[src/snl_pkg.sv]
package snl_pkg;
   // Opcodes
   localparam logic [7:0] OPC_SET_LATCH = 8'h06;
   localparam logic [7:0] OPC_CLR_LATCH = 8'h04;
   localparam logic [7:0] OPC_PAGE_READ = 8'h13;
   localparam logic [7:0] OPC_READ = 8'h03;
   localparam logic [7:0] OPC_READ_FAST = 8'h0b;
   localparam logic [7:0] OPC_READ_X2 = 8'h3b;
   localparam logic [7:0] OPC_READ_X4 = 8'h6b;
   localparam logic [7:0] OPC_READ_DTR = 8'hee;
   localparam logic [7:0] OPC_READ_ID = 8'h9f;
   localparam logic [7:0] OPC_GET_FEAT = 8'h0f;
   localparam logic [7:0] OPC_RESET = 8'hff;
   // Phase lengths, in captures or rising edges
   localparam logic [5:0] OPC_BITS = 6'h08;
   localparam logic [5:0] PAGE_ADDR_BITS = 6'h18;
   localparam logic [5:0] COL_ADDR_BITS = 6'h10;
   localparam logic [5:0] DTR_ADDR_NIBBLES = 6'h08;
   localparam logic [5:0] FEAT_ADDR_BITS = 6'h08;
   localparam logic [5:0] DUMMY_CLKS = 6'h08;
   // Cache, special pages and feature addresses
   localparam logic [11:0] CACHE_LAST = 12'h83f;
   localparam logic [23:0] UID_PAGE = 24'h000006;
   localparam logic [23:0] PARAM_PAGE = 24'h000004;
   localparam logic [7:0] FEAT_STATUS = 8'hc0;
   localparam logic [7:0] FEAT_CONFIG = 8'hb0;
   localparam int STAT_BUSY_BIT = 0;
   localparam int STAT_WEL_BIT = 1;
   localparam int CFG_QUAD_BIT = 0;
   localparam int CFG_OTP_BIT = 6;
   localparam logic [7:0] IDLE_BYTE = 8'hff;
   // Timing
   localparam int CLK_NS = 50;
   localparam int ARRAY_TO_CACHE_BUSY_TIME_NS = 25000;
   localparam int ARRAY_BUSY_CYC = (ARRAY_TO_CACHE_BUSY_TIME_NS + CLK_NS - 1) / CLK_NS;
   // Data buffer
   localparam int FIFO_WIDTH = 8;
   localparam int FIFO_DEPTH = 8;

   typedef enum logic [2:0] {
      ST_IDLE = 3'h0,
      ST_OPC = 3'h1,
      ST_ADDR = 3'h3,
      ST_DUMMY = 3'h2,
      ST_DATA = 3'h6,
      ST_WAITCS = 3'h7
   } snl_state_e;
endpackage

[src/snl_fifo.sv]
`timescale 1ns/100ps
module snl_fifo #(
   parameter int WIDTH = 8,
   parameter int DEPTH = 8
) (
   // Clock and reset
   input wire logic clk,
   input wire logic nrst,
   input wire logic flush,
   // Fill side
   input wire logic inValid,
   output logic inReady,
   input wire logic [WIDTH-1:0] inData,
   // Drain side
   output logic outValid,
   input wire logic outReady,
   output logic [WIDTH-1:0] outData
);
   localparam int AW = $clog2(DEPTH);
   logic [WIDTH-1:0] mem [DEPTH];
   logic [AW-1:0] wrPtr_r;
   logic [AW-1:0] rdPtr_r;
   logic [AW:0] count_r;
   logic push;
   logic pop;

   assign inReady = (count_r != (AW+1)'(DEPTH));
   assign outValid = (count_r != '0);
   assign outData = mem[rdPtr_r];
   assign push = inValid && inReady;
   assign pop = outValid && outReady;

   always_ff @(posedge clk) begin
      if (push) begin
         mem[wrPtr_r] <= inData;
      end
   end

   // Flush drops all contents when the transfer ends
   always_ff @(posedge clk or negedge nrst) begin
      if (!nrst) begin
         wrPtr_r <= '0;
         rdPtr_r <= '0;
         count_r <= '0;
      end else if (flush) begin
         wrPtr_r <= '0;
         rdPtr_r <= '0;
         count_r <= '0;
      end else begin
         if (push) begin
            wrPtr_r <= (wrPtr_r == AW'(DEPTH - 1)) ? '0 : wrPtr_r + 1'b1;
         end
         if (pop) begin
            rdPtr_r <= (rdPtr_r == AW'(DEPTH - 1)) ? '0 : rdPtr_r + 1'b1;
         end
         count_r <= count_r + (AW+1)'(push) - (AW+1)'(pop);
      end
   end
endmodule

[src/snl_latch_read.sv]
`timescale 1ns/100ps
module snl_latch_read #(
   // Identification bytes; values are arbitrary
   parameter logic [7:0] MAKER_CODE = 8'h5a,
   parameter logic [7:0] PART_CODE_BYTE = 8'ha5
) (
   // Clock and reset
   input wire logic clk,
   input wire logic nrst,
   // Serial link pins
   input wire logic sclkPin,
   input wire logic csPinN,
   input wire logic [3:0] ioIn,
   output logic [3:0] ioOut,
   output logic [3:0] ioOe,
   // Configuration
   input wire logic quadLinesEnable,
   input wire logic otpAccessEnable,
   input wire logic [127:0] uniqueIdentifier,
   // Array modification handshake
   input wire logic modifyReq,
   output logic modifyGrant,
   // Array to cache load
   output logic pageLoadStart,
   output logic [23:0] pageLoadAddr,
   output logic pageLoadAbort,
   // Cache read port, data in the same cycle as address
   output logic [11:0] cacheAddr,
   input wire logic [7:0] cacheData,
   // Status
   output logic writeEnableLatch,
   output logic busy
);
   snl_pkg::snl_state_e state_r;
   logic sclkMeta, sclkSync, sclkDly;
   logic csMeta, csSync, csDly;
   logic [3:0] ioMeta, ioSync;
   logic rise, fall, csRise, capture;
   logic [7:0] opcode_r;
   logic [7:0] opcNext;
   logic [5:0] cnt_r;
   logic [31:0] addr_r;
   logic [31:0] addrNext;
   logic dtr_r;
   logic [2:0] width_r;
   logic pageArmed_r;
   logic wel_r;
   logic busy_r;
   logic [9:0] busyCnt_r;
   logic [23:0] loadedPage_r;
   logic pageLoadStart_r, pageLoadAbort_r, modifyGrant_r;
   logic [23:0] pageLoadAddr_r;
   logic [11:0] cacheAddr_r;
   logic [11:0] col_r;
   logic [7:0] featAddr_r;
   logic [1:0] idIdx_r;
   logic fetchPend_r, useCache_r;
   logic [7:0] pendByte_r;
   logic fetchOn, fetchGo;
   logic fifoInReady, fifoOutValid, fifoPop;
   logic [7:0] fifoInData, fifoOutData;
   logic [7:0] sr_r;
   logic [3:0] remain_r;
   logic launch;
   logic [7:0] launchByte;
   logic [3:0] ioOut_r, ioOe_r;
   logic setCmd, clrCmd, rstCmd, addrDone;

   // Lanes carried by each read opcode
   function automatic logic [2:0] laneWidth(input logic [7:0] opc);
      if (opc == snl_pkg::OPC_READ_X2) begin
         return 3'h2;
      end else if (opc == snl_pkg::OPC_READ_X4 || opc == snl_pkg::OPC_READ_DTR) begin
         return 3'h4;
      end
      return 3'h1;
   endfunction

   // Address captures that follow the opcode
   function automatic logic [5:0] addrUnits(input logic [7:0] opc);
      unique case (opc)
         snl_pkg::OPC_PAGE_READ: return snl_pkg::PAGE_ADDR_BITS;
         snl_pkg::OPC_READ_DTR: return snl_pkg::DTR_ADDR_NIBBLES;
         snl_pkg::OPC_GET_FEAT: return snl_pkg::FEAT_ADDR_BITS;
         snl_pkg::OPC_READ, snl_pkg::OPC_READ_FAST, snl_pkg::OPC_READ_X2,
         snl_pkg::OPC_READ_X4: return snl_pkg::COL_ADDR_BITS;
         default: return 6'h00;
      endcase
   endfunction

   // Top of a byte as it appears on the lanes
   function automatic logic [3:0] laneOut(input logic [7:0] b, input logic [2:0] w);
      if (w == 3'h4) begin
         return b[7:4];
      end else if (w == 3'h2) begin
         return {2'b00, b[7:6]};
      end
      return {2'b00, b[7], 1'b0};
   endfunction

   function automatic logic [11:0] colStep(input logic [11:0] c);
      return (c == snl_pkg::CACHE_LAST) ? 12'h000 : c + 12'h001;
   endfunction

   // Pin synchronisers; logic reads the second stage, and the third stage only for edge detection
   always_ff @(posedge clk or negedge nrst) begin
      if (!nrst) begin
         sclkMeta <= 1'b0;
         sclkSync <= 1'b0;
         sclkDly <= 1'b0;
         csMeta <= 1'b1;
         csSync <= 1'b1;
         csDly <= 1'b1;
         ioMeta <= 4'h0;
         ioSync <= 4'h0;
      end else begin
         sclkMeta <= sclkPin;
         sclkSync <= sclkMeta;
         sclkDly <= sclkSync;
         csMeta <= csPinN;
         csSync <= csMeta;
         csDly <= csSync;
         ioMeta <= ioIn;
         ioSync <= ioMeta;
      end
   end

   assign rise = sclkSync && !sclkDly && !csSync;
   assign fall = !sclkSync && sclkDly && !csSync;
   assign csRise = csSync && !csDly;
   assign opcNext = {opcode_r[6:0], ioSync[0]};
   // DTR address takes a nibble on every edge after the opcode
   assign capture = rise || (fall && dtr_r && cnt_r[0]);
   assign addrNext = dtr_r ? {addr_r[27:0], ioSync} : {addr_r[30:0], ioSync[0]};
   assign addrDone = (state_r == snl_pkg::ST_ADDR) && capture
                     && (cnt_r == addrUnits(opcode_r) - 6'h01);
   assign setCmd = (state_r == snl_pkg::ST_OPC) && rise && (cnt_r == snl_pkg::OPC_BITS - 6'h01)
                   && (opcNext == snl_pkg::OPC_SET_LATCH);
   assign clrCmd = (state_r == snl_pkg::ST_OPC) && rise && (cnt_r == snl_pkg::OPC_BITS - 6'h01)
                   && (opcNext == snl_pkg::OPC_CLR_LATCH);
   assign rstCmd = (state_r == snl_pkg::ST_OPC) && rise && (cnt_r == snl_pkg::OPC_BITS - 6'h01)
                   && (opcNext == snl_pkg::OPC_RESET);

   // Command sequencer
   always_ff @(posedge clk or negedge nrst) begin
      if (!nrst) begin
         state_r <= snl_pkg::ST_IDLE;
         opcode_r <= 8'h00;
         cnt_r <= 6'h00;
         addr_r <= 32'h0000_0000;
         dtr_r <= 1'b0;
         width_r <= 3'h1;
      end else if (csSync) begin
         state_r <= snl_pkg::ST_IDLE;
         dtr_r <= 1'b0;
      end else begin
         unique case (state_r)
            snl_pkg::ST_IDLE: begin
               state_r <= snl_pkg::ST_OPC;
               cnt_r <= 6'h00;
            end
            snl_pkg::ST_OPC: begin
               if (rise) begin
                  opcode_r <= opcNext;
                  cnt_r <= cnt_r + 6'h01;
                  if (cnt_r == snl_pkg::OPC_BITS - 6'h01) begin
                     cnt_r <= 6'h00;
                     width_r <= laneWidth(opcNext);
                     dtr_r <= (opcNext == snl_pkg::OPC_READ_DTR);
                     addr_r <= 32'h0000_0000;
                     if ((opcNext == snl_pkg::OPC_READ_X4 || opcNext == snl_pkg::OPC_READ_DTR)
                         && !quadLinesEnable) begin
                        state_r <= snl_pkg::ST_WAITCS;
                     end else if (opcNext == snl_pkg::OPC_PAGE_READ && busy_r) begin
                        state_r <= snl_pkg::ST_WAITCS;
                     end else if (addrUnits(opcNext) != 6'h00) begin
                        state_r <= snl_pkg::ST_ADDR;
                     end else if (opcNext == snl_pkg::OPC_READ_ID) begin
                        state_r <= snl_pkg::ST_DUMMY;
                     end else begin
                        state_r <= snl_pkg::ST_WAITCS;
                     end
                  end
               end
            end
            snl_pkg::ST_ADDR: begin
               if (capture) begin
                  addr_r <= addrNext;
                  cnt_r <= cnt_r + 6'h01;
                  if (addrDone) begin
                     cnt_r <= 6'h00;
                     if (opcode_r == snl_pkg::OPC_PAGE_READ) begin
                        state_r <= snl_pkg::ST_WAITCS;
                     end else if (opcode_r == snl_pkg::OPC_GET_FEAT) begin
                        state_r <= snl_pkg::ST_DATA;
                     end else begin
                        state_r <= snl_pkg::ST_DUMMY;
                     end
                  end
               end
            end
            snl_pkg::ST_DUMMY: begin
               if (rise) begin
                  cnt_r <= cnt_r + 6'h01;
                  if (cnt_r == snl_pkg::DUMMY_CLKS - 6'h01) begin
                     state_r <= snl_pkg::ST_DATA;
                  end
               end
            end
            snl_pkg::ST_DATA: begin
               state_r <= snl_pkg::ST_DATA;
            end
            snl_pkg::ST_WAITCS: begin
               state_r <= snl_pkg::ST_WAITCS;
            end
         endcase
      end
   end

   // Page address held until chip select rises
   always_ff @(posedge clk or negedge nrst) begin
      if (!nrst) begin
         pageArmed_r <= 1'b0;
      end else if (addrDone && opcode_r == snl_pkg::OPC_PAGE_READ) begin
         pageArmed_r <= 1'b1;
      end else if (csRise) begin
         pageArmed_r <= 1'b0;
      end
   end

   // Array-to-cache load and busy time
   always_ff @(posedge clk or negedge nrst) begin
      if (!nrst) begin
         busy_r <= 1'b0;
         busyCnt_r <= 10'h000;
         loadedPage_r <= 24'h000000;
         pageLoadStart_r <= 1'b0;
         pageLoadAbort_r <= 1'b0;
         pageLoadAddr_r <= 24'h000000;
      end else begin
         pageLoadStart_r <= 1'b0;
         pageLoadAbort_r <= 1'b0;
         if (rstCmd) begin
            busy_r <= 1'b0;
            busyCnt_r <= 10'h000;
            pageLoadAbort_r <= busy_r;
         end else if (csRise && pageArmed_r) begin
            busy_r <= 1'b1;
            busyCnt_r <= 10'(snl_pkg::ARRAY_BUSY_CYC - 1);
            loadedPage_r <= addr_r[23:0];
            pageLoadAddr_r <= addr_r[23:0];
            pageLoadStart_r <= 1'b1;
         end else if (busy_r) begin
            busyCnt_r <= busyCnt_r - 10'h001;
            if (busyCnt_r == 10'h000) begin
               busy_r <= 1'b0;
            end
         end
      end
   end

   // Write enable latch; a set in the same cycle as a grant wins
   always_ff @(posedge clk or negedge nrst) begin
      if (!nrst) begin
         wel_r <= 1'b0;
         modifyGrant_r <= 1'b0;
      end else begin
         modifyGrant_r <= modifyReq && wel_r;
         if (setCmd) begin
            wel_r <= 1'b1;
         end else if (clrCmd) begin
            wel_r <= 1'b0;
         end else if (rstCmd) begin
            wel_r <= 1'b0;
         end else if (modifyReq && wel_r) begin
            wel_r <= 1'b0;
         end
      end
   end

   // Fetch engine keeps the buffer ahead of the output shifter
   assign fetchOn = (state_r == snl_pkg::ST_DUMMY || state_r == snl_pkg::ST_DATA) && !csSync;
   assign fetchGo = fetchOn && fifoInReady && !fetchPend_r;

   always_ff @(posedge clk or negedge nrst) begin
      if (!nrst) begin
         col_r <= 12'h000;
         featAddr_r <= 8'h00;
         idIdx_r <= 2'h0;
         fetchPend_r <= 1'b0;
         useCache_r <= 1'b0;
         pendByte_r <= 8'h00;
         cacheAddr_r <= 12'h000;
      end else if (csSync) begin
         fetchPend_r <= 1'b0;
         idIdx_r <= 2'h0;
      end else begin
         if (addrDone) begin
            col_r <= addrNext[11:0];
            featAddr_r <= addrNext[7:0];
         end
         fetchPend_r <= fetchGo;
         if (fetchGo) begin
            cacheAddr_r <= col_r;
            col_r <= colStep(col_r);
            useCache_r <= 1'b0;
            if (opcode_r == snl_pkg::OPC_READ_ID) begin
               if (idIdx_r != 2'h2) begin
                  idIdx_r <= idIdx_r + 2'h1;
               end
               pendByte_r <= (idIdx_r == 2'h0) ? MAKER_CODE :
                             (idIdx_r == 2'h1) ? PART_CODE_BYTE : 8'h00;
            end else if (opcode_r == snl_pkg::OPC_GET_FEAT) begin
               pendByte_r <= 8'h00;
               if (featAddr_r == snl_pkg::FEAT_STATUS) begin
                  pendByte_r[snl_pkg::STAT_BUSY_BIT] <= busy_r;
                  pendByte_r[snl_pkg::STAT_WEL_BIT] <= wel_r;
               end else if (featAddr_r == snl_pkg::FEAT_CONFIG) begin
                  pendByte_r[snl_pkg::CFG_QUAD_BIT] <= quadLinesEnable;
                  pendByte_r[snl_pkg::CFG_OTP_BIT] <= otpAccessEnable;
               end
            end else if (otpAccessEnable && loadedPage_r == snl_pkg::UID_PAGE) begin
               // Identifier repeats every 32 bytes, complement in the upper half
               pendByte_r <= uniqueIdentifier[8'(8'd127 - {col_r[3:0], 3'b000}) -: 8]
                             ^ {8{col_r[4]}};
            end else begin
               useCache_r <= 1'b1;
            end
         end
      end
   end

   assign fifoInData = useCache_r ? cacheData : pendByte_r;

   snl_fifo #(
      .WIDTH(snl_pkg::FIFO_WIDTH),
      .DEPTH(snl_pkg::FIFO_DEPTH)
   ) u_fifo (
      .clk(clk),
      .nrst(nrst),
      .flush(csSync),
      .inValid(fetchPend_r),
      .inReady(fifoInReady),
      .inData(fifoInData),
      .outValid(fifoOutValid),
      .outReady(fifoPop),
      .outData(fifoOutData)
   );

   // SDR launches on falling edges; DTR launches a byte's halves on rise then fall
   assign launch = (state_r == snl_pkg::ST_DATA) &&
                   (dtr_r ? ((rise && remain_r == 4'h0) || (fall && remain_r != 4'h0))
                          : fall);
   assign fifoPop = launch && (remain_r == 4'h0) && fifoOutValid;
   // An empty buffer only happens when the link outruns the cache port
   assign launchByte = fifoOutValid ? fifoOutData : snl_pkg::IDLE_BYTE;

   always_ff @(posedge clk or negedge nrst) begin
      if (!nrst) begin
         sr_r <= 8'h00;
         remain_r <= 4'h0;
         ioOut_r <= 4'h0;
      end else if (csSync || state_r != snl_pkg::ST_DATA) begin
         remain_r <= 4'h0;
      end else if (launch) begin
         if (remain_r == 4'h0) begin
            ioOut_r <= laneOut(launchByte, width_r);
            sr_r <= launchByte << width_r;
            remain_r <= 4'h8 - {1'b0, width_r};
         end else begin
            ioOut_r <= laneOut(sr_r, width_r);
            sr_r <= sr_r << width_r;
            remain_r <= remain_r - {1'b0, width_r};
         end
      end
   end

   // Lanes are driven only in the data phase of a read
   always_ff @(posedge clk or negedge nrst) begin
      if (!nrst) begin
         ioOe_r <= 4'h0;
      end else if (csSync || state_r != snl_pkg::ST_DATA) begin
         ioOe_r <= 4'h0;
      end else begin
         ioOe_r <= (width_r == 3'h4) ? 4'hf : (width_r == 3'h2) ? 4'h3 : 4'h2;
      end
   end

   assign ioOut = ioOut_r;
   assign ioOe = ioOe_r;
   assign modifyGrant = modifyGrant_r;
   assign pageLoadStart = pageLoadStart_r;
   assign pageLoadAddr = pageLoadAddr_r;
   assign pageLoadAbort = pageLoadAbort_r;
   assign cacheAddr = cacheAddr_r;
   assign writeEnableLatch = wel_r;
   assign busy = busy_r;
endmodule

[config.mk]
export PLATFORM = sky130hd
export DESIGN_NAME = snl_latch_read
export DESIGN_NICKNAME = d
export VERILOG_FILES = /design/src/snl_pkg.sv /design/src/snl_fifo.sv /design/src/snl_latch_read.sv
export SDC_FILE = /design/constraint.sdc
export NUM_CORES = 1
export LEC_CHECK = 0
export ABC_AREA = 1
export BUFFER_PORTS_ARGS = -buffer_cell sky130_fd_sc_hd__buf_2
export CORE_ASPECT_RATIO = 0.75
export CORE_MARGIN = 1
export CORE_UTILIZATION = 59
export CTS_BUF_LIST = sky130_fd_sc_hd__clkbuf_8
export CTS_CLUSTER_SIZE = 25
export DETAILED_ROUTE_END_ITERATION = 8
export GPL_ROUTABILITY_DRIVEN = 0
export PLACE_DENSITY = 0.87
export SLEW_MARGIN = 20
export SYNTH_ARGS = -nofsm -noshare
export SYNTH_HDL_FRONTEND = slang
export SYNTH_SLANG_ARGS = --single-unit
[constraint.sdc]
create_clock -name clk -period 5.1 [get_ports clk]
set_clock_uncertainty 0.05 [all_clocks]
set_input_delay 0.51 -clock clk [delete_from_list [all_inputs] [get_ports clk]]
set_output_delay 0.51 -clock clk [all_outputs]
set_load 0.005 [all_outputs]
Yosys cells after proc, flatten, opt, wreduce, memory -nomap -nowiden
Memory sizes are Yosys's and may differ from the RTL's.
Cells that the tools add are included.
- register bits: 173
- memory bits (writable): 64
- bits of input ports: 147
- output and inout port bits: 49
- logic and storage cells: 302
- memories: 1
- add/subtract/negate cells: 12
- eq/ne operators: 48
- shift operators: 3
- mux-type cells: 117
- bitwise gates (word level): 4
- reductions and logical operators: 81
- memory list (memory ; depth ; width ; read ports ; clocked after Yosys merged registers in ; wr ports ; line ; source):
    u_fifo.mem ; 8 ; 8 ; 1 ; 0 ; 1 ; snl_fifo.sv:20 ; logic [WIDTH-1:0] mem [DEPTH];
- operators by type and width (operator ; count):
    135-bit by 9-bit indexed part select with 8-bit output ; 1
    24-bit two-way mux ; 4
    3-bit two-way mux ; 22
    6-bit two-way mux ; 11
    8-bit two-way mux ; 8
    8-bit == test (second input constant) ; 7
    4-bit two-way mux ; 13
    24-bit one-hot mux with 2 select lines ; 1
    1-bit two-way mux ; 44
    12-bit two-way mux ; 3
    8-bit by 4-bit == test with 1-bit output (second input constant) ; 4
    1-bit logical AND ; 30
    10-bit two-way mux ; 3
    5-bit one-hot mux with 3 select lines ; 2
    24-bit by 3-bit == test with 1-bit output (second input constant) ; 1
    6-bit one-hot mux with 4 select lines ; 1
    2-bit nonzero test ; 12
    3-bit != test (second input constant) ; 6
    3-bit one-hot mux with 6 select lines ; 1
    8-bit by 2-bit == test with 1-bit output (second input constant) ; 2
    8-bit by 3-bit == test with 1-bit output (second input constant) ; 2
    8-bit by 5-bit == test with 1-bit output (second input constant) ; 2
    8-bit by 6-bit == test with 1-bit output (second input constant) ; 2
    8-bit by 7-bit == test with 1-bit output (second input constant) ; 2
    42 further kinds ; 81

Logic depth before layout (Yosys ltp)
Gate-level depths: netlist of the first run.
- word-level depth: 17
- mapped depth: 17
- depth with buffers taken out: 16

By module
A second synthesis of the first run with hierarchy kept.
- cells, all modules: 1655
- area total of the unflattened synthesis: 12892.4 um2
- modules (own cells, without submodules) (module ; times used ; cells each ; area an instance (um2) ; sequential area each (um2)):
    snl_latch_read ; 1 ; 1296 ; 9390.3 ; 4058.9
    snl_fifo ; 1 ; 359 ; 3502.1 ; 2172.1

Worst setup path after synthesis of the first run
Ideal clock, no wire load.
- kind: reg2reg
- start: register opcode_r[6]
- end: register col_r[1]
- library setup time: 126 ps
- arrival: 2149 ps
- required time: 4924 ps
- slack: 2774 ps
- stages on the path, launching flop included: 15
- buffers on the path: 1
- period minus slack after synthesis: 2326 ps
- cells stage by stage: dfrtp_1 nor2_2 nand3_2 nor2_4 inv_2 nand2_2 nor2_2 ha_1 xor2_1 o2111ai_1 nor2_2 nand3_4 nand2_4 buf_8 o21ai_2
- word-level cells in the longest chain between the ends: 8
- elaborated cells on any way between the ends: 15
- classes of those cells: 1 x add/sub; 8 x eq/ne; 1 x mux; 5 x reduce/logical
- ends and longest elaborated chain (element ; line ; source):
    start, declared ; snl_latch_read.sv:39 ; logic [7:0] opcode_r;
    start signal, assigned ; snl_latch_read.sv:164 ; opcode_r <= opcNext;
    8-bit by 2-bit == test with 1-bit output, or another cell as far along ; snl_latch_read.sv:81 ; unique case (opc)
    4-bit OR reduction or 2-bit OR reduction (tied branches) ; - ;
    5-bit one-hot mux with 3 select lines (*) ; snl_latch_read.sv:81 ;
    6-bit by 1-bit subtractor with 6-bit output (*) ; snl_latch_read.sv:136 ; && (cnt_r == addrUnits(opcode_r) - 6'h01);
    6-bit == test (*) ; snl_latch_read.sv:136 ;
    1-bit logical AND (*) ; snl_latch_read.sv:136 ;
    2-bit nonzero test (no source line) (*) ; - ;
    2-bit AND reduction (no source line) (*) ; - ;
    end signal, assigned ; snl_latch_read.sv:299 ; col_r <= addrNext[11:0];
    end signal, assigned ; snl_latch_read.sv:305 ; col_r <= colStep(col_r);
    end, declared ; snl_latch_read.sv:54 ; logic [11:0] col_r;
Every way passes the cells marked *; elsewhere a longest branch is shown, timed or not.
A chain may end at the register's enable or synchronous reset.

Worst setup path in the final report of the first run
- start: register dtr_r
- end: register u_fifo.count_r[2]
- word-level cells in the longest chain between the ends: 7
- ends and longest elaborated chain (element ; line ; source):
    start, declared ; snl_latch_read.sv:44 ; logic dtr_r;
    start signal, assigned ; snl_latch_read.sv:169 ; dtr_r <= (opcNext == snl_pkg::OPC_READ_DTR);
    1-bit two-way mux ; snl_latch_read.sv:352 ; (dtr_r ? ((rise && remain_r == 4'h0) || (fall && remain_r != 4'h0))
    1-bit logical AND ; snl_latch_read.sv:351 ; assign launch = (state_r == snl_pkg::ST_DATA) &&
    1-bit logical AND (2 in a row) ; snl_latch_read.sv:354 ; assign fifoPop = launch && (remain_r == 4'h0) && fifoOutValid;
    1-bit logical AND ; snl_fifo.sv:31 ; assign pop = outValid && outReady;
    4-bit by 1-bit subtractor with 4-bit output ; snl_fifo.sv:56 ; count_r <= count_r + (AW+1)'(push) - (AW+1)'(pop);
    4-bit two-way mux ; snl_fifo.sv:45 ; end else if (flush) begin
    end signal, assigned ; snl_fifo.sv:56 ;
    end, declared ; snl_fifo.sv:23 ; logic [AW:0] count_r;
Every way passes these cells.

==> impl_metrics.ini, run 1 <==
[status]
outcome = finished clean

[worst_setup_path]
nature_of_the_critical_path_endpoint = register
cp_max_fo = 42
timing.critical_path.required_ns = 5.45
rrSetupSlack_ns = 1.83
critical_path_class = reg2reg
critPathArrivalTime_ns = 3.62
start_kind = register

[place]
port_buffer_count = 195
dp_hpwl_microns = 24880

[pwr]
vdd_ir_drop_max_mv = 0.1869
static-leakage-power_nw = 7.044
report.power.total_mw = 4.890
power.share.combinational_pct = 23.2
p_clk_share_pct = 33.0
power.internal_mw = 3.271
p_seq_share_pct = 43.7
power_density_mw_per_mm2 = 336.0
net_switching_fraction_of_the_power_pct = 33.10
netSwitchingPower_mw = 1.619

[clocking]
post_cts.repair.setup_buffers = 0
cts-resized-gates = 0
numClockSinks = 236
clk_slew_on_worst_s_h_paths_ns = 0.06
cts_buffers = 37
cts_tree = built
root_buffer = sky130_fd_sc_hd__clkbuf_8
total_number_of_h_tree_levels = 2
worstSkewPairLatency_ns = 0.54
ctsLongestPathBuffers = 3
hold_buffer_count_at_cts = 1

[logic_synthesis]
yosysTopAreaCell = sky130_fd_sc_hd__dfrtp_1
postSynth.topFlopCell = sky130_fd_sc_hd__dfrtp_1
synth-warning-count = 0
netlist_area_sq_mm = 0.01274
synth-edff-count = 64
synth_top_cells_by_count = sky130_fd_sc_hd__nand2_1, sky130_fd_sc_hd__dfrtp_1, sky130_fd_sc_hd__nand3_1
synth_top_area_share_pct = 33.01
ys_seq_area_share_pct = 48.92
synth_fp_nets = 1771
yosysUniqueCellTypes = 52
postSynthAreaPerCell_sq_um = 7.950
asyncSetResetFlopFracSynth_pct = 72.88
ys_top_cells_by_area = sky130_fd_sc_hd__dfrtp_1, sky130_fd_sc_hd__edfxtp_1, sky130_fd_sc_hd__nand2_1
synthesis.instances = 1602
synth.most_common_cell = sky130_fd_sc_hd__nand2_1
synth-seq-cells = 236

[sta]
timing.final.setup_violations = 0
max_freq_mhz = 306.0
finalWorstPathRequiredPeriod_ns = 3.268
hold_viol = 0
setup_total_negative_slack_ns = 0
slew_headroom_pct = 28.40
grt_setup_unrepaired = no
timing_worst_slew_pin_value_ns = 1.073
drv_slew = 0
finalHoldWorstSlack_ns = 0.02764
timing.final.crit_share_pct = 64.07

[routing]
antenna_left = 0
drt-initial-drc-count = 1124
num_vias = 11894
wl_per_cell_microns = 16.49
routed_wl_microns = 34420
drcViolationCount = 0
avgViaCountPerCell = 5.699
drtPass1Iterations = 6

[floorplan]
floorplan.initialDensity_pct = 60.29
placement_rows = 46
die-width_microns = 171.7
fp.dieArea_sq_mm = 0.02218
ios = 196
die_h_microns = 129.2
area_inside_the_core_boundary_sq_mm = 0.02112

[hold_path]
worstHoldPathType = in2reg

[final_layout]
drive_above_1_share_pct = 18.23
finalCoreUtilization_pct = 68.90
nFillCells = 1668
design.final.nets = 1941
growth_of_design_area_from_synthesis_to_finish_pct = 14.26
antenna_diode_count = 0

[grt]
vias_in_the_first_global_route = 11221
antenna_found_initial = 0
grt_max_degree = 77
globalRouteOverflowTotal = 0
grt_first_pass_wirelength_microns = 55310
grt_usage_pct = 31.77

[flow_run]
maxCapViolations = 0
[cell usage in the layout (no fill, tap or decap), drive strengths merged, types with 2 or more instances in the layout]
| master | n |
|---|---|
| a21oi | 26 |
| a22o | 2 |
| a311oi | 2 |
| a31oi | 5 |
| buf | 201 |
| bufinv | 2 |
| clkbuf | 43 |
| clkinv | 7 |
| clkinvlp | 3 |
| dfrtp | 168 |
| dfstp | 4 |
| edfxtp | 64 |
| fa | 2 |
| ha | 20 |
| inv | 181 |
| nand2 | 427 |
| nand3 | 168 |
| nand3b | 2 |
| nand4 | 15 |
| nor2 | 170 |
| nor3 | 18 |
| nor4 | 4 |
| o211ai | 16 |
| o21a | 2 |
| o21ai | 175 |
| o22ai | 23 |
| o311ai | 2 |
| o31ai | 23 |
| or2 | 4 |
| xnor2 | 4 |
| xor2 | 10 |
[cell families after synthesis]
kind of cell	Yosys count	synth area share (%)
AOI/OAI and AO/OA	280	12.76
xor gates and xnor gates	14	0.9627
adders and majority gates	22	2.279
DFF	236	48.92
and+or+nand+nor	809	27.35
buffers and inverters	241	7.722
[power by group through the flow]
stage               sequential [mW]  combinational (mW)  clock [mW]
detailed placement             2.17                1.11           0
global route                   2.15                1.28        1.71
finish                         2.14                1.14        1.62
CTS                            2.13                1.12        1.63
floorplan                      2.10               0.883           0
global placement               2.16                1.07           0
[worst max-delay path, cell delays in order, from the launching register on]
cell and delay (ns):
sky130_fd_sc_hd__dfrtp_1 1.02, sky130_fd_sc_hd__inv_1 0.35, sky130_fd_sc_hd__nor2_1 0.21, sky130_fd_sc_hd__inv_1 0.06
sky130_fd_sc_hd__nand2_1 0.06, sky130_fd_sc_hd__nand2_1 0.08, sky130_fd_sc_hd__nand3_1 0.09, sky130_fd_sc_hd__inv_1 0.08
sky130_fd_sc_hd__ha_1 0.28, sky130_fd_sc_hd__inv_1 0.04, sky130_fd_sc_hd__ha_1 0.22, sky130_fd_sc_hd__fa_1 0.38
sky130_fd_sc_hd__xnor2_1 0.16, sky130_fd_sc_hd__nor2_1 0.06
[final timing paths]
path	from	end	cells after the start
setup / recovery	dtr_r	u_fifo.count_r[2]	13
hold reg to reg	ioMeta[2]	ioSync[2]	0
setup reg to reg	dtr_r	u_fifo.count_r[2]	13
hold / removal	ioIn[3]	ioMeta[3]	1
max in group asynchronous	nrst	useCache_r	3
min in group asynchronous	nrst	pageLoadAddr[22]	2
[state kept, by name, indices dropped and copies added, names as in the netlist, 2 cells and up]
register	flops
u_fifo.mem	64
addr_r	24
pageLoadAddr	24
cacheAddr	12
col_r	12
busyCnt_r	10
featAddr_r	8
opcode_r	8
pendByte_r	8
sr_r	8
cnt_r	6
ioMeta	4
ioOut	4
ioSync	4
remain_r	4
u_fifo.count_r	4
ioOe	3
state_r	3
u_fifo.rdPtr_r	3
u_fifo.wrPtr_r	3
width_r	3
idIdx_r	2
[metrics by stage]
step	cell area (sq um)	setup WS [ns]	instances
6_report	14550	1.832	2087
3_5_place_dp	13790	1.864	2020
2_1_floorplan	12740	2.774	1602
4_1_cts	14550	1.853	2087
3_3_place_gp	13790	1.960	2020
5_1_grt	14550	1.502	2087
[metal layers]
| layer | up-vias | share of wire, % | global-route usage [%] | routed length [microns] |
|---|---|---|---|---|
| li1 | 5648 | - | - | - |
| met1 | 5513 | 42 | 42.52 | 14470 |
| met2 | 641 | 46 | 51.08 | 15790 |
| met3 | 92 | 8.9 | 6.689 | 3058 |
| met4 | 0 | 3.2 | 12.13 | 1111 |
| met5 | - | 0 | 0 | 0 |
[cell type report]
cell class | instances | area (sq um) | share of cell area [%]
Clock inverter | 23 | 160.2 | 1.101
Multi-Input combinational cell | 1125 | 5525 | 37.97
Timing Repair Buffer | 202 | 1037 | 7.127
Sequential cell | 236 | 6232 | 42.83
Tap cell | 288 | 360.3 | 2.476
Clock buffer | 43 | 591.8 | 4.067
Inverter | 170 | 645.6 | 4.436
Power figures use the tool's default switching activity.
==> run 2, diff against run 1 <==
ABC_AREA = 0   (was 1)
CORE_UTILIZATION = 53   (was 59)
PLACE_DENSITY = 0.83   (was 0.87)
clock period = 2.7 ns   (was 5.1 ns; I/O delays follow)
==> run 2 against run 1 <==
Against the previous run: the run now ends with setup timing left; first-iteration DRC count grew 3.9%; cell area rose by 1.6%; via count down 16%; synthesized cell count shrank 32%; cell count down 21%; sequential power rose by 79%; sequential share of layout area down 0.65 points; hold slack barely moved; largest cell class unchanged; combinational power shrank 35%; routed wire length decreased by 3.1%; flip-flop and latch count stayed put.
==> impl_metrics.ini, run 2 <==
[logic_synthesis]
netlist_area_sq_mm = 0.01220
synth-seq-cells = 236
synth_top_area_share_pct = 34.46
yosysTopAreaCell = sky130_fd_sc_hd__dfrtp_1
synth_top_cells_by_count = sky130_fd_sc_hd__nand2_1, sky130_fd_sc_hd__dfrtp_1, sky130_fd_sc_hd__edfxtp_1, sky130_fd_sc_hd__nor2_1, sky130_fd_sc_hd__mux4_2
synth_fp_nets = 1252
yosysUniqueCellTypes = 75
ys_seq_area_share_pct = 51.07
synth-edff-count = 64
synthesis.instances = 1083
postSynthAreaPerCell_sq_um = 11.27
synth-warning-count = 0
synth.most_common_cell = sky130_fd_sc_hd__nand2_1
ys_top_cells_by_area = sky130_fd_sc_hd__dfrtp_1, sky130_fd_sc_hd__edfxtp_1, sky130_fd_sc_hd__mux4_2
postSynth.topFlopCell = sky130_fd_sc_hd__dfrtp_1
asyncSetResetFlopFracSynth_pct = 72.88

[floorplan]
fp.dieArea_sq_mm = 0.02364
die-width_microns = 177.2
die_h_microns = 133.4
area_inside_the_core_boundary_sq_mm = 0.02235
ios = 196
placement_rows = 47
floorplan.initialDensity_pct = 54.60

[hold_path]
min-delay-start = otpAccessEnable
timing.hold.worst_endpoint = pendByte_r[6]
worstHoldPathType = in2reg
min_path_cells = 3

[worst_setup_path]
rrSetupSlack_ns = -0.02
cpLargestDelayFamily = compound AO/OA/AOI/OAI gates
number_of_cells_traversed_by_the_worst_register_to_register_path = 12
cp_max_fo = 8
timing.critical_path.slowest_cell_delay_ns = 0.40
start_kind = register
slowest_stage = sky130_fd_sc_hd__dfrtp_1
critical_path_class = reg2reg
cp.buffers_inverters = 2
critPathArrivalTime_ns = 3.09
cpMostUsedCell = sky130_fd_sc_hd__buf_4
r2r_end = col_r[0]
timing.critical_path.required_ns = 3.07
series_of_cell_instances_along_the_critical_path = buf_4 > xor2_1 > a32o_1 > nand3_2 > ha_4 > xnor2_2 > nor4_2 > buf_4 > nand3b_1 > mux2_4 > a31oi_1 > o21ai_0
rr_startpoint = opcode_r[6]
nature_of_the_critical_path_endpoint = register

[place]
dp.cells = 1578
placed_area_sq_mm = 0.01390
dp_hpwl_microns = 23810
port_buffer_count = 195

[grt]
vias_in_the_first_global_route = 9647
grt_first_pass_wirelength_microns = 51520
globalRouteOverflowTotal = 0
grt_usage_pct = 28.28
antenna_found_initial = 1
grt_max_degree = 65

[routing]
antenna_left = 0
num_vias = 10018
drcViolationCount = 0
wl_per_cell_microns = 20.15
avgViaCountPerCell = 6.050
drtPass1Iterations = 6
drt-initial-drc-count = 1168
routed_wl_microns = 33360

[clocking]
clk_slew_on_worst_s_h_paths_ns = 0.07
root_buffer = sky130_fd_sc_hd__clkbuf_8
worstSkewPairLatency_ns = 0.56
total_number_of_h_tree_levels = 2
ctsLongestPathBuffers = 3
cts_tree = built
cts_buffers = 37
numClockSinks = 236

[sta]
finalHoldWorstSlack_ns = 0.02775
timing.final.setup_violations = 7
post-route-worst-setup-slack_ns = -0.01947
slew_headroom_pct = 47.61
finalWorstPathRequiredPeriod_ns = 2.719
grt_setup_unrepaired = yes
drv_slew = 0
timing.final.crit_share_pct = 100.7
setup_total_negative_slack_ns = -0.05748
max_freq_mhz = 367.7
hold_viol = 0
timing_worst_slew_pin_value_ns = 0.7750

[final_layout]
count_of_non_filler_cells_in_the_finished_layout = 1656
growth_of_design_area_from_synthesis_to_finish_pct = 21.16
largest_reg_flops = 64
design.final.nets = 1503
drive_above_1_share_pct = 31.81
finalCoreUtilization_pct = 66.15
commonest_cells_after_routing_fill_and_taps_aside = sky130_fd_sc_hd__nand2_1, sky130_fd_sc_hd__buf_2, sky130_fd_sc_hd__dfrtp_1, sky130_fd_sc_hd__buf_4, sky130_fd_sc_hd__edfxtp_1
max_flop_register = u_fifo.mem
fin_area_sq_mm = 0.01478
layout_commonest_cell = sky130_fd_sc_hd__nand2_1

[flow_run]
maxCapViolations = 0

[pwr]
static-leakage-power_nw = 6.460
power_density_mw_per_mm2 = 502.3
vdd_ir_drop_max_mv = 0.3361

[status]
failed_checks = setup timing
outcome = finished, violations left
## run 2: power by group
group	internal (mW)	total (mW)	switching, mW
Combinational	0.365	0.744	0.379
Clock	1.43	2.87	1.43
Sequential	3.73	3.82	0.0839
## run 2: cell type report
type | instances | area (sq um)
flip-flops and latches | 236 | 6233
well taps | 294 | 367.9
repair buffers | 280 | 1707
diodes | 1 | 2.502
inverters | 32 | 122.6
fillers | 1673 | 7565
clock buffers | 42 | 578.1
clock inverters | 24 | 107.6
multi-input cells | 747 | 5663
## run 2: worst register-to-register path: stages (launching register included)
cell,delay (ns)
sky130_fd_sc_hd__dfrtp_1,0.40
sky130_fd_sc_hd__buf_4,0.15
sky130_fd_sc_hd__xor2_1,0.13
sky130_fd_sc_hd__a32o_1,0.27
sky130_fd_sc_hd__nand3_2,0.11
sky130_fd_sc_hd__ha_4,0.22
sky130_fd_sc_hd__xnor2_2,0.13
sky130_fd_sc_hd__nor4_2,0.30
sky130_fd_sc_hd__buf_4,0.16
sky130_fd_sc_hd__nand3b_1,0.07
sky130_fd_sc_hd__mux2_4,0.34
sky130_fd_sc_hd__a31oi_1,0.17
sky130_fd_sc_hd__o21ai_0,0.09
## run 2: cells by family (layout without fill, tap and decap cells)
group                      after synthesis  after routing  share of synthesized area, %
muxes                                  115            115                         15.43
and+or+nand+nor                        411            411                         15.89
DFF                                    236            236                         51.07
adders and majority gates               22             22                         2.379
buffers and inverters                  100            378                         3.733
xor gates and xnor gates                26             26                         1.866
AOI/OAI and AO/OA                      173            173                         9.630
other                                    0              1                             0
## run 2: worst max-delay path by stage
| stage | startpoint | to | slack, ns | depth (start not counted) |
|---|---|---|---|---|
| after floorplan | remain_r[0] | u_fifo.count_r[1] | -0.1 | 11 |
| after global placement | remain_r[0] | u_fifo.count_r[1] | 0.04 | 10 |
| after detailed placement | opcode_r[4] | featAddr_r[4] | -0.07 | 9 |
| after CTS | opcode_r[2] | col_r[8] | 0.001 | 10 |
| after global routing | opcode_r[2] | col_r[3] | -0.17 | 11 |
| final | opcode_r[6] | col_r[0] | -0.02 | 12 |
## run 2: metal layers
layer | global-route usage [%] | part of all wire, % | wire length, microns
met2 | 41.45 | 45 | 15030
met4 | 6.801 | 1.8 | 600
met1 | 42.61 | 44 | 14520
met5 | 0 | 0 | 0
met3 | 6.535 | 9.6 | 3213
## run 2: per-stage QoR
step,power [mW],worst slack [ns]
2_1_floorplan,4.248,-0.09676
3_3_place_gp,4.545,0.03711
3_5_place_dp,4.575,-0.07189
4_1_cts,7.438,0.001324
5_1_grt,7.708,-0.1717
6_report,7.425,-0.01947
## run 2: timing repair
item / in CTS / in global routing
pin swaps: 4 / 10
hold endpoints to repair: 65 / 0
setup endpoints to repair: 15 / 30
buffers inserted: 1 / 2
hold buffers: 8 / 0
resized for setup: 5 / 16
==> run 3, diff against run 2 <==
CAP_MARGIN = 20   (was not set)
CORE_ASPECT_RATIO = 1.2   (was 0.75)
SETUP_SLACK_MARGIN = 0.3   (was not set)
==> run 3 against run 2 <==
Against the previous run: the run still ends with setup timing left; critical path depth fell by 2; maximum frequency shrank 2.4%; routed wire length increased by 7.7%; clock power increased by 6%; hold slack improved by 0.019 ns; total power is 4.4% higher; first-iteration DRC count shrank 26%; die area about the same; cell count rose by 2.0%; global-route usage rose by 1.5 points; setup slack got worse by 0.067 ns.
==> impl_metrics.ini, run 3 (same netlist as run 2, synthesis figures left out) <==
[final_layout]
growth_of_design_area_from_synthesis_to_finish_pct = 28.68
max_flop_register = u_fifo.mem
commonest_cells_after_routing_fill_and_taps_aside = sky130_fd_sc_hd__nand2_1, sky130_fd_sc_hd__buf_2, sky130_fd_sc_hd__dfrtp_1, sky130_fd_sc_hd__buf_4, sky130_fd_sc_hd__edfxtp_1
layout_commonest_cell = sky130_fd_sc_hd__nand2_1
drive_above_1_share_pct = 38.86
fin_area_sq_mm = 0.01570
design.final.nets = 1545
largest_reg_flops = 64
count_of_non_filler_cells_in_the_finished_layout = 1689

[clocking]
cts_tree = built
numClockSinks = 236
worstSkewPairLatency_ns = 0.56
clk_slew_on_worst_s_h_paths_ns = 0.07
total_number_of_h_tree_levels = 2
cts_buffers = 39
ctsLongestPathBuffers = 3
root_buffer = sky130_fd_sc_hd__clkbuf_8

[routing]
drtPass1Iterations = 5
wl_per_cell_microns = 21.28
routed_wl_microns = 35940
drt-initial-drc-count = 863
drcViolationCount = 0
avgViaCountPerCell = 6.163
antenna_left = 0
num_vias = 10410

[grt]
vias_in_the_first_global_route = 10297
antenna_found_initial = 2
grt_first_pass_wirelength_microns = 53930
grt_max_degree = 54
globalRouteOverflowTotal = 0
grt_usage_pct = 29.79

[worst_setup_path]
slowest_stage = sky130_fd_sc_hd__dfrtp_2
start_kind = register
rrSetupSlack_ns = -0.09
rr_startpoint = opcode_r[4]
r2r_end = col_r[8]
series_of_cell_instances_along_the_critical_path = xor2_1 > a32o_1 > nand3_2 > ha_4 > xnor2_4 > nor4_4 > and2_4 > a31oi_4 > a21o_1 > a221o_1
critPathArrivalTime_ns = 3.18
cp_max_fo = 8
nature_of_the_critical_path_endpoint = register
timing.critical_path.slowest_cell_delay_ns = 0.47
critical_path_class = reg2reg
number_of_cells_traversed_by_the_worst_register_to_register_path = 10
timing.critical_path.required_ns = 3.10

[status]
outcome = finished, violations left
failed_checks = setup timing

[place]
placed_area_sq_mm = 0.01390
port_buffer_count = 195
dp_hpwl_microns = 24640
dp.cells = 1560

[sta]
setup_total_negative_slack_ns = -0.5409
hold_viol = 0
finalWorstPathRequiredPeriod_ns = 2.787
post-route-worst-setup-slack_ns = -0.08683
timing_worst_slew_pin_value_ns = 0.7265
grt_setup_unrepaired = yes
slew_headroom_pct = 50.91
timing.final.setup_violations = 14
max_freq_mhz = 358.8
drv_slew = 0
timing.final.crit_share_pct = 103.2

[hold_path]
timing.hold.worst_endpoint = pendByte_r[6]
min_path_cells = 3
min-delay-start = otpAccessEnable
worstHoldPathType = in2reg

[pwr]
power_density_mw_per_mm2 = 493.8
static-leakage-power_nw = 6.803
vdd_ir_drop_max_mv = 0.3013

[floorplan]
placement_rows = 60
floorplan.initialDensity_pct = 54.17
ios = 196
die_h_microns = 168.2
area_inside_the_core_boundary_sq_mm = 0.02252
die-width_microns = 140.5
fp.dieArea_sq_mm = 0.02363

[flow_run]
maxCapViolations = 0
-- run 3: cell types whose count changed in the layout (fill, tap and decap cells not counted), sizes merged --
cell      previous run  this run
buf                272       312
diode                1         5
clkbuf              42        45
inv                 54        51
clkinv               2         4
bufinv               0         1
clkinvlp             0         1
-- run 3: critical path: cells and delay by family, from the launching register on --
kind | cells | cell delay (ns)
flip-flops | 1 | 0.47
adder cells (fa/ha/maj) | 1 | 0.28
XOR/XNOR | 2 | 0.35
AND/OR/NAND/NOR | 3 | 0.68
AO/OA/AOI/OAI | 4 | 0.83
-- run 3: worst max-delay path by stage --
stage	from	end	slack (ns)	depth (start not counted)
2_1_floorplan	remain_r[0]	u_fifo.count_r[1]	-0.1	11
3_3_place_gp	remain_r[0]	u_fifo.count_r[1]	0.03	10
3_5_place_dp	remain_r[0]	u_fifo.count_r[1]	-0.005	10
4_1_cts	remain_r[3]	u_fifo.count_r[1]	0.07	10
5_1_grt	opcode_r[4]	col_r[8]	-0.16	10
6_report	opcode_r[4]	col_r[8]	-0.09	10
-- run 3: routing by layer --
| metal | vias to the layer above | share of wire, % | track usage (%) |
|---|---|---|---|
| met5 | - | 0 | 0 |
| met4 | 0 | 7.8 | 20.75 |
| met3 | 179 | 8.1 | 4.664 |
| met2 | 625 | 51 | 52.09 |
| met1 | 5042 | 33 | 33.48 |
| li1 | 4564 | - | - |
-- run 3: through the flow --
stage	power, mW	setup WS, ns	utilization, %	hold slack, ns
6_report	7.752	-0.08683	69.71	0.04679
5_1_grt	8.011	-0.1552	69.66	0.04730
4_1_cts	7.687	0.07014	67.33	0.02151
3_5_place_dp	4.586	-0.004837	61.72	0.1849
3_3_place_gp	4.556	0.03301	61.72	0.1804
2_1_floorplan	4.267	-0.09676	-	-0.07559
-- run 3: layout make-up --
| class | instances | area, sq um |
|---|---|---|
| diodes | 5 | 12.51 |
| clock buffers | 45 | 619.3 |
| well taps | 279 | 349.1 |
| clock inverters | 25 | 133.9 |
| fillers | 1466 | 6822 |
| flip-flops and latches | 236 | 6243 |
| repair buffers | 320 | 2176 |
| inverters | 32 | 122.6 |
| multi-input cells | 747 | 6043 |
-- run 3: repair_timing --
| action | 4_1_cts | 5_1_grt |
|---|---|---|
| setup buffers | 20 | 24 |
| gates resized for setup | 58 | 86 |
| hold endpoints to repair | 52 | 0 |
| gates cloned | 2 | 0 |
| pin swaps | 33 | 41 |
| setup endpoints to repair | 66 | 82 |
| hold buffers | 8 | 0 |
-- run 3: power by group --
| part | total, mW | switching (mW) | internal [mW] |
|---|---|---|---|
| clock network | 3.05 | 1.43 | 1.62 |
| registers | 3.83 | 0.0987 | 3.73 |
| logic | 0.871 | 0.442 | 0.429 |
